## src/pkg/rpc_pkg.sv

```systemverilog
// package for the reset / power-down pin control block
package rpc_pkg;

  // host interface choice from the two select lines
  typedef enum logic [1:0] {
    RPC_IF_SEL0 = 2'b00,
    RPC_IF_SEL1 = 2'b01,
    RPC_IF_SEL2 = 2'b10,
    RPC_IF_SEL3 = 2'b11
  } rpc_host_if_e;

  // sequencer states
  typedef enum logic [1:0] {
    RPC_ST_PD    = 2'b00,
    RPC_ST_RESET = 2'b01,
    RPC_ST_RUN   = 2'b10,
    RPC_ST_HOLD  = 2'b11
  } rpc_state_e;

  // internal reset phase length, in ns, and in cycles at 200 MHz
  localparam int unsigned RPC_CLK_PERIOD_PS  = 5000;
  localparam int unsigned RPC_RESET_PHASE_NS = 1000;
  localparam int unsigned RPC_RESET_CYCLES   = (RPC_RESET_PHASE_NS * 1000 + RPC_CLK_PERIOD_PS - 1) / RPC_CLK_PERIOD_PS;
  localparam int unsigned RPC_CNT_W          = 8;

  // irq level follows this bit of the port 7 output latch
  localparam int unsigned RPC_IRQ_BIT = 0;

  // reset values
  localparam logic [1:0] RPC_IF_RST = 2'h0;

  // pad controls of one general-purpose pin
  typedef struct packed {
    logic dout;
    logic oe_n;
  } rpc_pad_s;

endpackage

```

## src/rtl/rpc_reset_ctrl.sv

```systemverilog
// reset, power-down, test-enable and host signalling pin control
`timescale 1ns/1ps

// Overview of operation
// - reset input high: sources off, oscillator stopped, pads isolated
// - falling reset input edge starts internal reset phase
// - reset-state output low while in reset
// - test enable low holds test block reset
// - hold pin floats host outputs, powers down, keeps state
// - irq output follows port 7 latch bit 0
// - external interrupt pin: plain io or interrupt
// - two pins: plain io (tx pin output only, its gpio input reads 0) or aux serial tx/rx
// - select lines choose host interface, test signals in test
module rpc_reset_ctrl
  import rpc_pkg::*;
#(
  parameter int unsigned RESET_CYCLES = RPC_RESET_CYCLES
) (
  // clock and reset
  input  wire logic         i_clk,
  input  wire logic         i_rst,
  // pins from the host
  input  wire logic         i_reset_powerdown_in,
  input  wire logic         i_test_enable_in,
  input  wire logic         i_host_if_select_0,
  input  wire logic         i_host_if_select_1,
  input  wire logic         i_hold_powerdown_pin,
  input  wire logic         i_ext_interrupt_pin,
  input  wire logic         i_aux_serial_rx_pin,
  // from the controller core
  input  wire logic [7:0]   i_port7_latch,
  input  wire logic         i_ext_int_mode,
  input  wire logic         i_aux_serial_mode,
  input  wire rpc_pad_s     i_ext_int_gpio,
  input  wire rpc_pad_s     i_tx_gpio,
  input  wire rpc_pad_s     i_rx_gpio,
  input  wire logic         i_aux_serial_tx,
  input  wire logic         i_host_out_oe_n,
  // pin outputs
  output logic              o_reset_state_out_n,
  output logic              o_irq,
  output rpc_pad_s          o_ext_interrupt_pad,
  output rpc_pad_s          o_aux_serial_tx_pad,
  output rpc_pad_s          o_aux_serial_rx_pad,
  output logic              o_host_out_oe_n,
  // to the rest of the device
  output logic              o_current_src_en,
  output logic              o_osc_en,
  output logic              o_pads_connected,
  output logic              o_core_rst,
  output logic              o_test_ctrl_rst,
  output logic              o_test_mode,
  output logic [1:0]        o_host_if,
  output logic              o_powerdown,
  output logic              o_ext_int_req,
  output logic              o_aux_serial_rx,
  output logic [1:0]        o_test_sig,
  output logic              o_gpio_ext_int_in,
  output logic              o_gpio_tx_in,
  output logic              o_gpio_rx_in
);

  // two-stage synchronisers for all pin inputs
  localparam int unsigned NSYNC = 7;
  logic [NSYNC-1:0] sync1_ff;
  logic [NSYNC-1:0] sync2_ff;
  logic [NSYNC-1:0] nxt_sync1;
  logic [NSYNC-1:0] nxt_sync2;

  always_comb begin
    nxt_sync1 = {i_reset_powerdown_in, i_test_enable_in, i_host_if_select_1, i_host_if_select_0,
                 i_hold_powerdown_pin, i_ext_interrupt_pin, i_aux_serial_rx_pin};
    nxt_sync2 = sync1_ff;
  end

  always_ff @(posedge i_clk) begin
    if (i_rst) begin
      // reset input idles as power-down, so a pin held high gives no false release edge
      sync1_ff <= {1'b1, {(NSYNC-1){1'b0}}};
      sync2_ff <= {1'b1, {(NSYNC-1){1'b0}}};
    end else begin
      sync1_ff <= nxt_sync1;
      sync2_ff <= nxt_sync2;
    end
  end

  logic reset_powerdown_in_s, test_enable_in_s, hold_s, extint_s, rx_s;
  logic [1:0] sel_s;
  assign {reset_powerdown_in_s, test_enable_in_s, sel_s, hold_s, extint_s, rx_s} = sync2_ff;

  // sequencer
  rpc_state_e               state_ff, nxt_state;
  logic [RPC_CNT_W-1:0]     cnt_ff, nxt_cnt;
  logic                     reset_powerdown_in_d_ff, nxt_reset_powerdown_in_d;
  logic [1:0]               host_if_ff, nxt_host_if;
  logic                     test_ff, nxt_test;

  always_comb begin
    nxt_state   = state_ff;
    nxt_cnt     = cnt_ff;
    nxt_reset_powerdown_in_d = reset_powerdown_in_s;
    nxt_host_if = host_if_ff;
    nxt_test    = test_enable_in_s;
    unique case (state_ff)
      RPC_ST_PD: begin
        if (!reset_powerdown_in_s && reset_powerdown_in_d_ff) begin
          nxt_state = RPC_ST_RESET;
          nxt_cnt   = '0;
        end
      end
      RPC_ST_RESET: begin
        if (cnt_ff == RPC_CNT_W'(RESET_CYCLES - 1)) begin
          nxt_state   = RPC_ST_RUN;
          nxt_host_if = sel_s;
        end else begin
          nxt_cnt = cnt_ff + RPC_CNT_W'(1);
        end
      end
      RPC_ST_RUN: begin
        if (hold_s) begin
          nxt_state = RPC_ST_HOLD;
        end
      end
      RPC_ST_HOLD: begin
        if (!hold_s) begin
          nxt_state = RPC_ST_RUN;                                      // state kept
        end
      end
    endcase
    // rising edge or level high forces power-down; reset phase follows
    if (reset_powerdown_in_s) begin
      nxt_state = RPC_ST_PD;
      nxt_cnt   = '0;
    end
  end

  always_ff @(posedge i_clk) begin
    if (i_rst) begin
      state_ff   <= RPC_ST_PD;
      cnt_ff     <= '0;
      reset_powerdown_in_d_ff <= 1'b1;
      host_if_ff <= RPC_IF_RST;
      test_ff    <= 1'b0;
    end else begin
      state_ff   <= nxt_state;
      cnt_ff     <= nxt_cnt;
      reset_powerdown_in_d_ff <= nxt_reset_powerdown_in_d;
      host_if_ff <= nxt_host_if;
      test_ff    <= nxt_test;
    end
  end

  // registered outputs
  logic in_pd, in_rst, in_hold, run_like;
  assign in_pd    = (nxt_state == RPC_ST_PD);
  assign in_rst   = (nxt_state == RPC_ST_PD) || (nxt_state == RPC_ST_RESET);
  assign in_hold  = (nxt_state == RPC_ST_HOLD);
  assign run_like = !in_rst;

  rpc_pad_s nxt_ext_pad, nxt_tx_pad, nxt_rx_pad;
  always_comb begin
    nxt_ext_pad = i_ext_int_gpio;
    nxt_tx_pad  = i_aux_serial_mode ? rpc_pad_s'{dout: i_aux_serial_tx, oe_n: 1'b0} : i_tx_gpio;
    nxt_rx_pad  = i_aux_serial_mode ? rpc_pad_s'{dout: 1'b0, oe_n: 1'b1} : i_rx_gpio;
    if (i_ext_int_mode) begin
      nxt_ext_pad = '{dout: 1'b0, oe_n: 1'b1};                         // input only
    end
    // pads released in the PD and RESET states so nothing fights the pins
    if (in_rst) begin
      nxt_ext_pad = '{dout: 1'b0, oe_n: 1'b1};
      nxt_tx_pad  = '{dout: 1'b0, oe_n: 1'b1};
      nxt_rx_pad  = '{dout: 1'b0, oe_n: 1'b1};
    end
  end

  always_ff @(posedge i_clk) begin
    if (i_rst) begin
      o_reset_state_out_n <= 1'b0;
      o_irq               <= 1'b0;
      o_ext_interrupt_pad <= '{dout: 1'b0, oe_n: 1'b1};
      o_aux_serial_tx_pad <= '{dout: 1'b0, oe_n: 1'b1};
      o_aux_serial_rx_pad <= '{dout: 1'b0, oe_n: 1'b1};
      o_host_out_oe_n     <= 1'b1;
      o_current_src_en    <= 1'b0;
      o_osc_en            <= 1'b0;
      o_pads_connected    <= 1'b0;
      o_core_rst          <= 1'b1;
      o_test_ctrl_rst     <= 1'b1;
      o_test_mode         <= 1'b0;
      o_host_if           <= RPC_IF_RST;
      o_powerdown         <= 1'b1;
      o_ext_int_req       <= 1'b0;
      o_aux_serial_rx     <= 1'b1;
      o_test_sig          <= 2'h0;
      o_gpio_ext_int_in   <= 1'b0;
      o_gpio_tx_in        <= 1'b0;
      o_gpio_rx_in        <= 1'b0;
    end else begin
      o_reset_state_out_n <= run_like;
      o_irq               <= run_like & i_port7_latch[RPC_IRQ_BIT];
      o_ext_interrupt_pad <= nxt_ext_pad;
      o_aux_serial_tx_pad <= nxt_tx_pad;
      o_aux_serial_rx_pad <= nxt_rx_pad;
      o_host_out_oe_n     <= in_rst | in_hold | i_host_out_oe_n;
      o_current_src_en    <= !in_pd;
      o_osc_en            <= !in_pd;
      o_pads_connected    <= !in_pd;
      o_core_rst          <= in_rst;
      o_test_ctrl_rst     <= !nxt_test;
      o_test_mode         <= nxt_test & run_like;
      o_host_if           <= nxt_host_if;
      o_powerdown         <= in_pd | in_hold;
      o_ext_int_req       <= i_ext_int_mode & !in_pd & extint_s;
      o_aux_serial_rx     <= (i_aux_serial_mode & !in_pd) ? rx_s : 1'b1;
      o_test_sig          <= nxt_test ? sel_s : 2'h0;
      o_gpio_ext_int_in   <= !in_pd & extint_s;
      o_gpio_tx_in        <= 1'b0;
      o_gpio_rx_in        <= !in_pd & !i_aux_serial_mode & rx_s;
    end
  end

endmodule

```

## config.mk

```make
export PLATFORM = sky130hd
export DESIGN_NAME = rpc_reset_ctrl
export DESIGN_NICKNAME = d
export VERILOG_FILES = /design/src/pkg/rpc_pkg.sv /design/src/rtl/rpc_reset_ctrl.sv
export SDC_FILE = /design/constraint.sdc
export NUM_CORES = 1
export LEC_CHECK = 0
export BUFFER_PORTS_ARGS = -buffer_cell sky130_fd_sc_hd__buf_4
export CORE_MARGIN = 5
export CORE_UTILIZATION = 40
export DETAILED_ROUTE_END_ITERATION = 7
export SLEW_MARGIN = 0
export SYNTH_ARGS = -nofsm -noshare
export SYNTH_HDL_FRONTEND = slang
export SYNTH_SLANG_ARGS = --single-unit
```

## constraint.sdc

```tcl
create_clock -name i_clk -period 4.3 [get_ports i_clk]
set_input_delay 0.645 -clock i_clk [delete_from_list [all_inputs] [get_ports i_clk]]
set_output_delay 0.645 -clock i_clk [all_outputs]
set_load 0.005 [all_outputs]
```

==> summary.txt, run 1 <==
Run status
  • Status: complete, no violations

Setup path
  • Startpoint Class: flip-flop
  • Arrival time worst endpoint: 2770 ps
  • Crit path buffers/inverters: 0
  • Highest-delay cell along the critical path: or3_1
  • CP peak stage delay: 480 ps
  • WS Path Type: reg2reg
  • Crit-path cells: ha_1 -> and4bb_2 -> a31oi_1 -> or2_1 -> ha_1 -> or3_1 -> or3_1
  • Crit path max-delay family: simple AND/OR/NAND/NOR gates
  • CP Data Required Time: 4480 ps
  • CP endpoint kind: flip-flop
  • Crit-path max FO: 7

Detailed routing
  • Final WL: 3.49 mm
  • Detailed router's first-iteration violation count: 106
  • Vias per inst: 5.03
  • Routed Antenna Nets: 0
  • Average wire per standard cell: 13.3 µm
  • DR DRC count: 0
  • Detailed Routing Iterations Pass 1: 4
  • Vias: 1322

Floorplanning
  • Height of the die: 76.7 µm
  • Die ar.: 5880 µm²
  • Rows: 24
  • Die X: 76.7 µm
  • Core region area: 4320 µm²
  • # IOs: 52
  • Starting Density: 0.411

Clocking
  • Longest Clk Path Bufs: 2
  • Post-CTS Setup Inserts: 0
  • Skew-Pair Late Insertion Delay: 290 ps
  • Post-CTS resize count: 0
  • CTS Sinks: 47
  • CTS root buf: clkbuf_8
  • Clk slew on worst S/H paths: 90 ps
  • CTS Hold Bufs: 0
  • H-tree Lvls: 2
  • TritonCTS Buffers: 5
  • CTS tree: yes

Logic synthesis
  • Post-synth ARST share: 0
  • Primary FF master, synth: dfxtp_1
  • Yosys Warn Count: 0
  • Synthesized Nets: 204
  • Cell Area, Synth: 1780 µm²
  • Netlist cell types: 44
  • Post-synth EDFFs: 0
  • Post-Syn Instances: 172
  • Syn_area_per_cell: 10.3 µm²
  • Synthesized flop and latch total: 47
  • Sequential fraction of the synthesis area: 0.529

Placed design
  • Routability congestion estimate: 0.815
  • IO buf count: 43
  • Post-DP HPWL: 2.60 mm

Worst hold path
  • Worst min path class: reg2reg

Global route
  • Largest net degree at the start of global routing: 30
  • Grt ovf: 0
  • GRT Resource Usage Total: 0.127
  • First-pass GRT wire length: 6.13 mm
  • Initial antenna violation count: 0
  • Vias in the first global route: 1335

Timing
  • Setup TNS: 0 ps
  • Final Hold Viols: 0
  • Tmin final: 2590 ps
  • Final hold slack: 421 ps
  • Final period util: 0.602
  • Max Clk Rate: 386 MHz
  • RSZ-0062 raised after global routing: false
  • Max Clock Skew: 7.30 ps
  • Max Transition Viols Final: 0
  • Final Setup Violations: 0

Pwr
  • Peak VDD IR: 0.206 mV
  • P_leak: 0.877 nW
  • PwrDens: 344 nW/µm²

Cells and area
  • Area Growth Syn to Fin: 23.3%
  • Fill count: 418
  • Share of layout cells above drive strength 1: 0.265
  • Diodes inserted: 0
  • Nets: 243

Run
  • Max cap viols: 0
[synthesized netlist by cell type (2+ instances only)]
| cell | n | area [µm²] |
|---|---|---|
| inv_1 | 8 | 30.0 |
| buf_4 | 3 | 22.5 |
| nor2b_1 | 13 | 81.3 |
| or4b_1 | 2 | 20.0 |
| nand3_1 | 4 | 20.0 |
| and3b_1 | 2 | 17.5 |
| dfxtp_1 | 47 | 941 |
| or3_1 | 5 | 31.3 |
| or2_2 | 2 | 12.5 |
| nand2_1 | 6 | 22.5 |
| and3_1 | 4 | 25.0 |
| nor3b_1 | 3 | 22.5 |
| nand2b_1 | 8 | 50.1 |
| and2_1 | 2 | 12.5 |
| nor2_1 | 8 | 30.0 |
| o21ai_0 | 2 | 10.0 |
| nand3b_1 | 3 | 22.5 |
| nor3_1 | 2 | 10.0 |
| clkbuf_1 | 4 | 15.0 |
| buf_2 | 3 | 15.0 |
| o211ai_1 | 6 | 45.0 |
| a311oi_1 | 2 | 17.5 |
| a21oi_1 | 3 | 15.0 |
| nand4_1 | 2 | 12.5 |
| mux2i_1 | 5 | 50.1 |
| ha_1 | 5 | 62.6 |
[report_power, final]
part | total [mW] | switching [mW] | internal, mW
clock network | 0.268 | 0.139 | 0.129
registers | 0.448 | 0.00399 | 0.444
logic | 0.0385 | 0.0157 | 0.0227
total | 0.755 | 0.159 | 0.596
[cells by family after synthesis]
group,count (synthesis),synth area share
and+or+nand+nor,74,0.269
DFF,47,0.529
AOI/OAI and AO/OA,20,0.0816
buffers and inverters,20,0.0548
muxes,5,0.0281
adders and majority gates,5,0.0352
other,1,0.00211
[cell usage in the layout, fill, tap and decap left out, types with 2 or more instances in the layout]
| cell | n |
|---|---|
| o211ai_1 | 6 |
| or4b_1 | 2 |
| nor3_1 | 2 |
| a21oi_1 | 3 |
| dfxtp_1 | 47 |
| and3_1 | 4 |
| nand3b_1 | 3 |
| inv_1 | 8 |
| mux2i_1 | 5 |
| and2_1 | 2 |
| nor2_1 | 8 |
| a311oi_1 | 2 |
| clkbuf_8 | 6 |
| or2_2 | 2 |
| nor2b_1 | 13 |
| ha_1 | 5 |
| nand3_1 | 4 |
| nand4_1 | 2 |
| and3b_1 | 2 |
| nand2b_1 | 8 |
| nand2_1 | 6 |
| buf_4 | 43 |
| or3_1 | 5 |
| nor3b_1 | 3 |
| o21ai_0 | 2 |
[registers in the layout, summed over array words and instances (netlist names)]
signal	flops
cnt_ff	8
nxt_sync2	7
o_aux_serial_rx	1
o_aux_serial_rx_pad	2
o_aux_serial_tx_pad	2
o_core_rst	1
o_ext_int_req	1
o_ext_interrupt_pad	2
o_gpio_ext_int_in	1
o_gpio_rx_in	1
o_host_if	2
o_host_out_oe_n	1
o_irq	1
o_pads_connected	1
o_powerdown	1
o_reset_state_out_n	1
o_test_ctrl_rst	1
o_test_mode	1
o_test_sig	2
reset_powerdown_in_d_ff	1
state_ff	2
sync2_ff	7
[final timing paths]
kind                                 from                           endpoint  slack [ps]  cells past startpoint
hold reg to reg   nxt_sync2[6]$_SDFF_PP1_             sync2_ff[6]$_SDFF_PP1_         420                      1
setup reg to reg   cnt_ff[1]$_SDFFE_PP0P_  o_ext_interrupt_pad[0]$_SDFF_PP1_        1710                      7
setup / recovery   cnt_ff[1]$_SDFFE_PP0P_  o_ext_interrupt_pad[0]$_SDFF_PP1_        1710                      7
hold / removal    nxt_sync2[6]$_SDFF_PP1_             sync2_ff[6]$_SDFF_PP1_         420                      1
[per-stage QoR]
stage          power [mW]  utilization  cell area (µm²)  cells  setup WS (ps)
2_1_floorplan       0.476            -             1780    172           1920
3_3_place_gp        0.496        0.486             2100    256           1770
5_1_grt             0.795        0.508             2190    263           1560
6_report            0.755        0.508             2190    263           1710
3_5_place_dp        0.498        0.486             2100    256           1730
4_1_cts             0.770        0.508             2190    263           1710
[metal layers]
layer,track usage,wire [µm]
met1,0.148,1520
met2,0.216,1730
met3,0.0422,196
met5,0,0
met4,0.0472,49
[worst register-to-register path, stage by stage, from the launching register on]
cell and delay (ps):
dfxtp_1 430, ha_1 280, and4bb_2 310, a31oi_1 140
or2_1 280, ha_1 220, or3_1 480, or3_1 350
[area by class of cell]
class                   count  area, µm²  share of cell area
inverters                   9       33.8              0.0154
flip-flops and latches     47        941               0.429
repair buffers             43        323               0.147
clock buffers               6       82.6              0.0376
multi-input cells         105        741               0.338
clock inverters             1       8.76             0.00399
well taps                  52       65.1              0.0296
(Power assumes the default switching activity.)
==> run 2, diff against run 1 <==
- ABC_AREA: not set -> 1
- PLACE_DENSITY: not set -> 0.67
- clock period: 4.3 -> 2.3 ns (I/O delays scaled with it)
==> summary.txt, run 2 <==
Clocking
  • TritonCTS Buffers: 5 (unchanged)
  • Longest Clk Path Bufs: 2 (unchanged)
  • H-tree Lvls: 2 (unchanged)
  • CTS tree: yes (unchanged)
  • Clk slew on worst S/H paths: 90 ps (about the same)
  • CTS Hold Bufs: 0 (unchanged)
  • CTS root buf: clkbuf_8 (unchanged)
  • CTS Sinks: 47 (unchanged)
  • Skew-Pair Late Insertion Delay: 300 ps (was 290 ps)

Detailed routing
  • Detailed Routing Iterations Pass 1: 4 (unchanged)
  • Vias: 1329 (was 1322)
  • Final WL: 3.31 mm (was 3.49 mm)
  • Met3 wire length: 226 µm (was 196 µm)
  • Routed Antenna Nets: 0 (unchanged)
  • Top Metal Used: met4 (unchanged)
  • Average wire per standard cell: 11.0 µm (was 13.3 µm)
  • Vias per inst: 4.42 (was 5.03)
  • DR DRC count: 0 (unchanged)
  • Post-Route M1 WL: 1.39 mm (was 1.52 mm)
  • Detailed router's first-iteration violation count: 50 (was 106)
  • WL met2: 1.67 mm (was 1.73 mm)

Pwr
  • Power consumption: 1.49 mW (was 755 µW)
  • PwrDens: 674 nW/µm² (was 344 nW/µm²)
  • P_leak: 0.991 nW (was 0.877 nW)
  • Peak VDD IR: 0.510 mV (was 0.206 mV)

Placed design
  • Routability congestion estimate: 0.856 (was 0.815)
  • Cells after DPL: 291 (was 256)
  • Post-DP HPWL: 2.41 mm (was 2.60 mm)
  • IO buf count: 43 (unchanged)
  • Placed Area: 2080 µm² (was 2100 µm²)

Setup path
  • CP Data Required Time: 2490 ps (was 4480 ps)
  • Crit path max-delay family: simple AND/OR/NAND/NOR gates (unchanged)
  • Crit path depth: 12 (was 7)
  • Arrival time worst endpoint: 2380 ps (was 2770 ps)
  • Startpoint Class: flip-flop (unchanged)
  • Crit path buffers/inverters: 2 (was 0)
  • WS Path Type: reg2reg (unchanged)
  • CP endpoint kind: flip-flop (unchanged)
  • Highest-delay cell along the critical path: dfxtp_2 (was or3_1)
  • Reg2Reg Depth: 12 (was 7)
  • CP peak stage delay: 340 ps (was 480 ps)
  • Crit-path cells: ha_2 -> nand2_2 -> nor2_2 -> nand3_2 -> o211ai_1 -> nor2_2 -> inv_2 -> ha_1 -> or2_4 -> nor2_4 -> inv_2 -> or3_1 (was ha_1 -> and4bb_2 -> a31oi_1 -> or2_1 -> ha_1 -> or3_1 -> or3_1)
  • Crit-path max FO: 6 (was 7)

Logic synthesis
  • Post-synth ARST share: 0 (unchanged)
  • Synthesized flop and latch total: 47 (unchanged)
  • Synth cell count leaders: dfxtp_1, nor2_1, nand2_1, inv_1, nand3_1 (was dfxtp_1, nor2b_1, inv_1, nand2b_1, nor2_1)
  • Sequential fraction of the synthesis area: 0.553 (was 0.529)
  • Cell Area, Synth: 1700 µm² (was 1780 µm²)
  • Largest cells by area after synthesis: dfxtp_1, nor2_1, nand2_1 (was dfxtp_1, nor2b_1, ha_1)
  • Cell with the most instances after synthesis: dfxtp_1 (unchanged)
  • Syn_area_per_cell: 8.50 µm² (was 10.3 µm²)
  • Netlist cell types: 31 (was 44)
  • Primary FF master, synth: dfxtp_1 (unchanged)
  • Synthesized Nets: 232 (was 204)
  • Area leader, netlist: dfxtp_1 (unchanged)
  • Yosys Warn Count: 0 (unchanged)
  • Post-Syn Instances: 200 (was 172)
  • Synth top area share: 0.553 (was 0.529)
  • Post-synth EDFFs: 0 (unchanged)

Cells and area
  • Most frequent cells in the layout: buf_4, dfxtp_1, nor2_1 (was dfxtp_1, buf_4, nor2b_1)
  • Diodes inserted: 0 (unchanged)
  • Area Growth Syn to Fin: 29.9% (was 23.3%)
  • Top reg by flops: cnt_ff (unchanged)
  • Commonest non-fill, non-tap cell in the layout: buf_4 (was dfxtp_1)
  • Area taken by multi-input logic gates: 599 µm² (was 741 µm²)
  • Final cell count without fillers: 301 (was 263)
  • Fill count: 381 (was 418)
  • Nets: 282 (was 243)
  • Share of layout cells above drive strength 1: 0.307 (was 0.265)
  • Fin area: 2210 µm² (was 2190 µm²)
  • Register area: 942 µm² (was 941 µm²)
  • Max reg flops: 8 (unchanged)

Floorplanning
  • Core region area: 4060 µm² (was 4320 µm²)
  • Height of the die: 75.2 µm (was 76.7 µm)
  • Rows: 23 (was 24)
  • Die ar.: 5660 µm² (was 5880 µm²)
  • Die X: 75.2 µm (was 76.7 µm)
  • Starting Density: 0.419 (was 0.411)
  • # IOs: 52 (unchanged)

Timing
  • Max Clk Rate: 455 MHz (was 386 MHz)
  • Final Hold Viols: 0 (unchanged)
  • Final period util: 0.956 (was 0.602)
  • Max Transition Viols Final: 0 (unchanged)
  • Final Setup Violations: 0 (unchanged)
  • Tmin final: 2200 ps (was 2590 ps)
  • Setup TNS: 0 ps (unchanged)
  • RSZ-0062 raised after global routing: false (unchanged)
  • Max Clock Skew: 7.61 ps (was 7.30 ps)

Global route
  • Largest net degree at the start of global routing: 22 (was 30)
  • GRT Resource Usage Total: 0.127 (about the same)
  • First-pass GRT wire length: 5.41 mm (was 6.13 mm)
  • Initial antenna violation count: 0 (unchanged)
  • Grt ovf: 0 (unchanged)
  • Vias in the first global route: 1227 (was 1335)

Run
  • Max cap viols: 0 (unchanged)

Run status
  • Status: complete, no violations (unchanged)

Worst hold path
  • Worst min path class: in2reg (was reg2reg)
  • Hold Path Depth: 2 (was 1)
-- run 2: changes by cell type after synthesis, sizes merged, moves of 3 or more --
cell / before / now
nor2: 8 / 34
nand2: 6 / 30
inv: 9 / 32
nor2b: 13 / 0
nand3: 4 / 13
nand2b: 8 / 0
a21oi: 3 / 9
o211ai: 7 / 1
mux2i: 5 / 0
or3: 5 / 1
clkbuf: 4 / 1
-- run 2: kinds of logic (layout without fill, tap and decap cells) --
| group | count (synthesis) | in the layout | synth area share |
|---|---|---|---|
| compound gates | 15 | 15 | 0.0471 |
| simple gates | 93 | 93 | 0.265 |
| fa+ha+maj | 5 | 5 | 0.0368 |
| flops | 47 | 47 | 0.553 |
| buf+inv | 39 | 90 | 0.0957 |
| other cells | 1 | 1 | 0.00221 |
-- run 2: where the power goes --
part	total, mW	internal, mW	switching [mW]
combinational	0.0603	0.0337	0.0266
clock	0.597	0.324	0.273
sequential	0.831	0.826	0.00483
total	1.49	1.18	0.305
-- run 2: worst paths after layout --
kind,start,to,slack (ps)
worst max-delay path,cnt_ff[0]$_SDFFE_PP0P_,o_ext_interrupt_pad[0]$_SDFF_PP1_,100
worst min-delay path,i_ext_int_mode,o_ext_interrupt_pad[1]$_SDFF_PP0_,210
worst max register to register,cnt_ff[0]$_SDFFE_PP0P_,o_ext_interrupt_pad[0]$_SDFF_PP1_,100
worst min register to register,nxt_sync2[4]$_SDFF_PP0_,sync2_ff[4]$_SDFF_PP0_,410
-- run 2: metal layers --
layer	up-vias	GRT usage
li1	709	-
met1	588	0.157
met2	28	0.205
met3	4	0.0494
met4	0	0.0408
met5	-	0
-- run 2: cell type report --
class | count | share of cell area
Inverter | 33 | 0.0561
Clock inverter | 3 | 0.0198
Timing Repair Buffer | 49 | 0.167
Sequential cell | 47 | 0.427
Clock buffer | 5 | 0.0312
Tap cell | 50 | 0.0283
Multi-Input combinational cell | 114 | 0.271
-- run 2: through the flow --
stage	setup WS, ps	hold WS (ps)	utilization
finish	101	211	0.544
CTS	42.8	207	0.540
detailed placement	58.8	395	0.512
global route	3.48	211	0.544
global placement	122	389	0.512
floorplan	146	388	-
-- run 2: what timing repair did --
| action | CTS | global route |
|---|---|---|
| resized for setup | 0 | 2 |
| endpoints found under the setup margin | 0 | 1 |
| setup buffers | 0 | 2 |
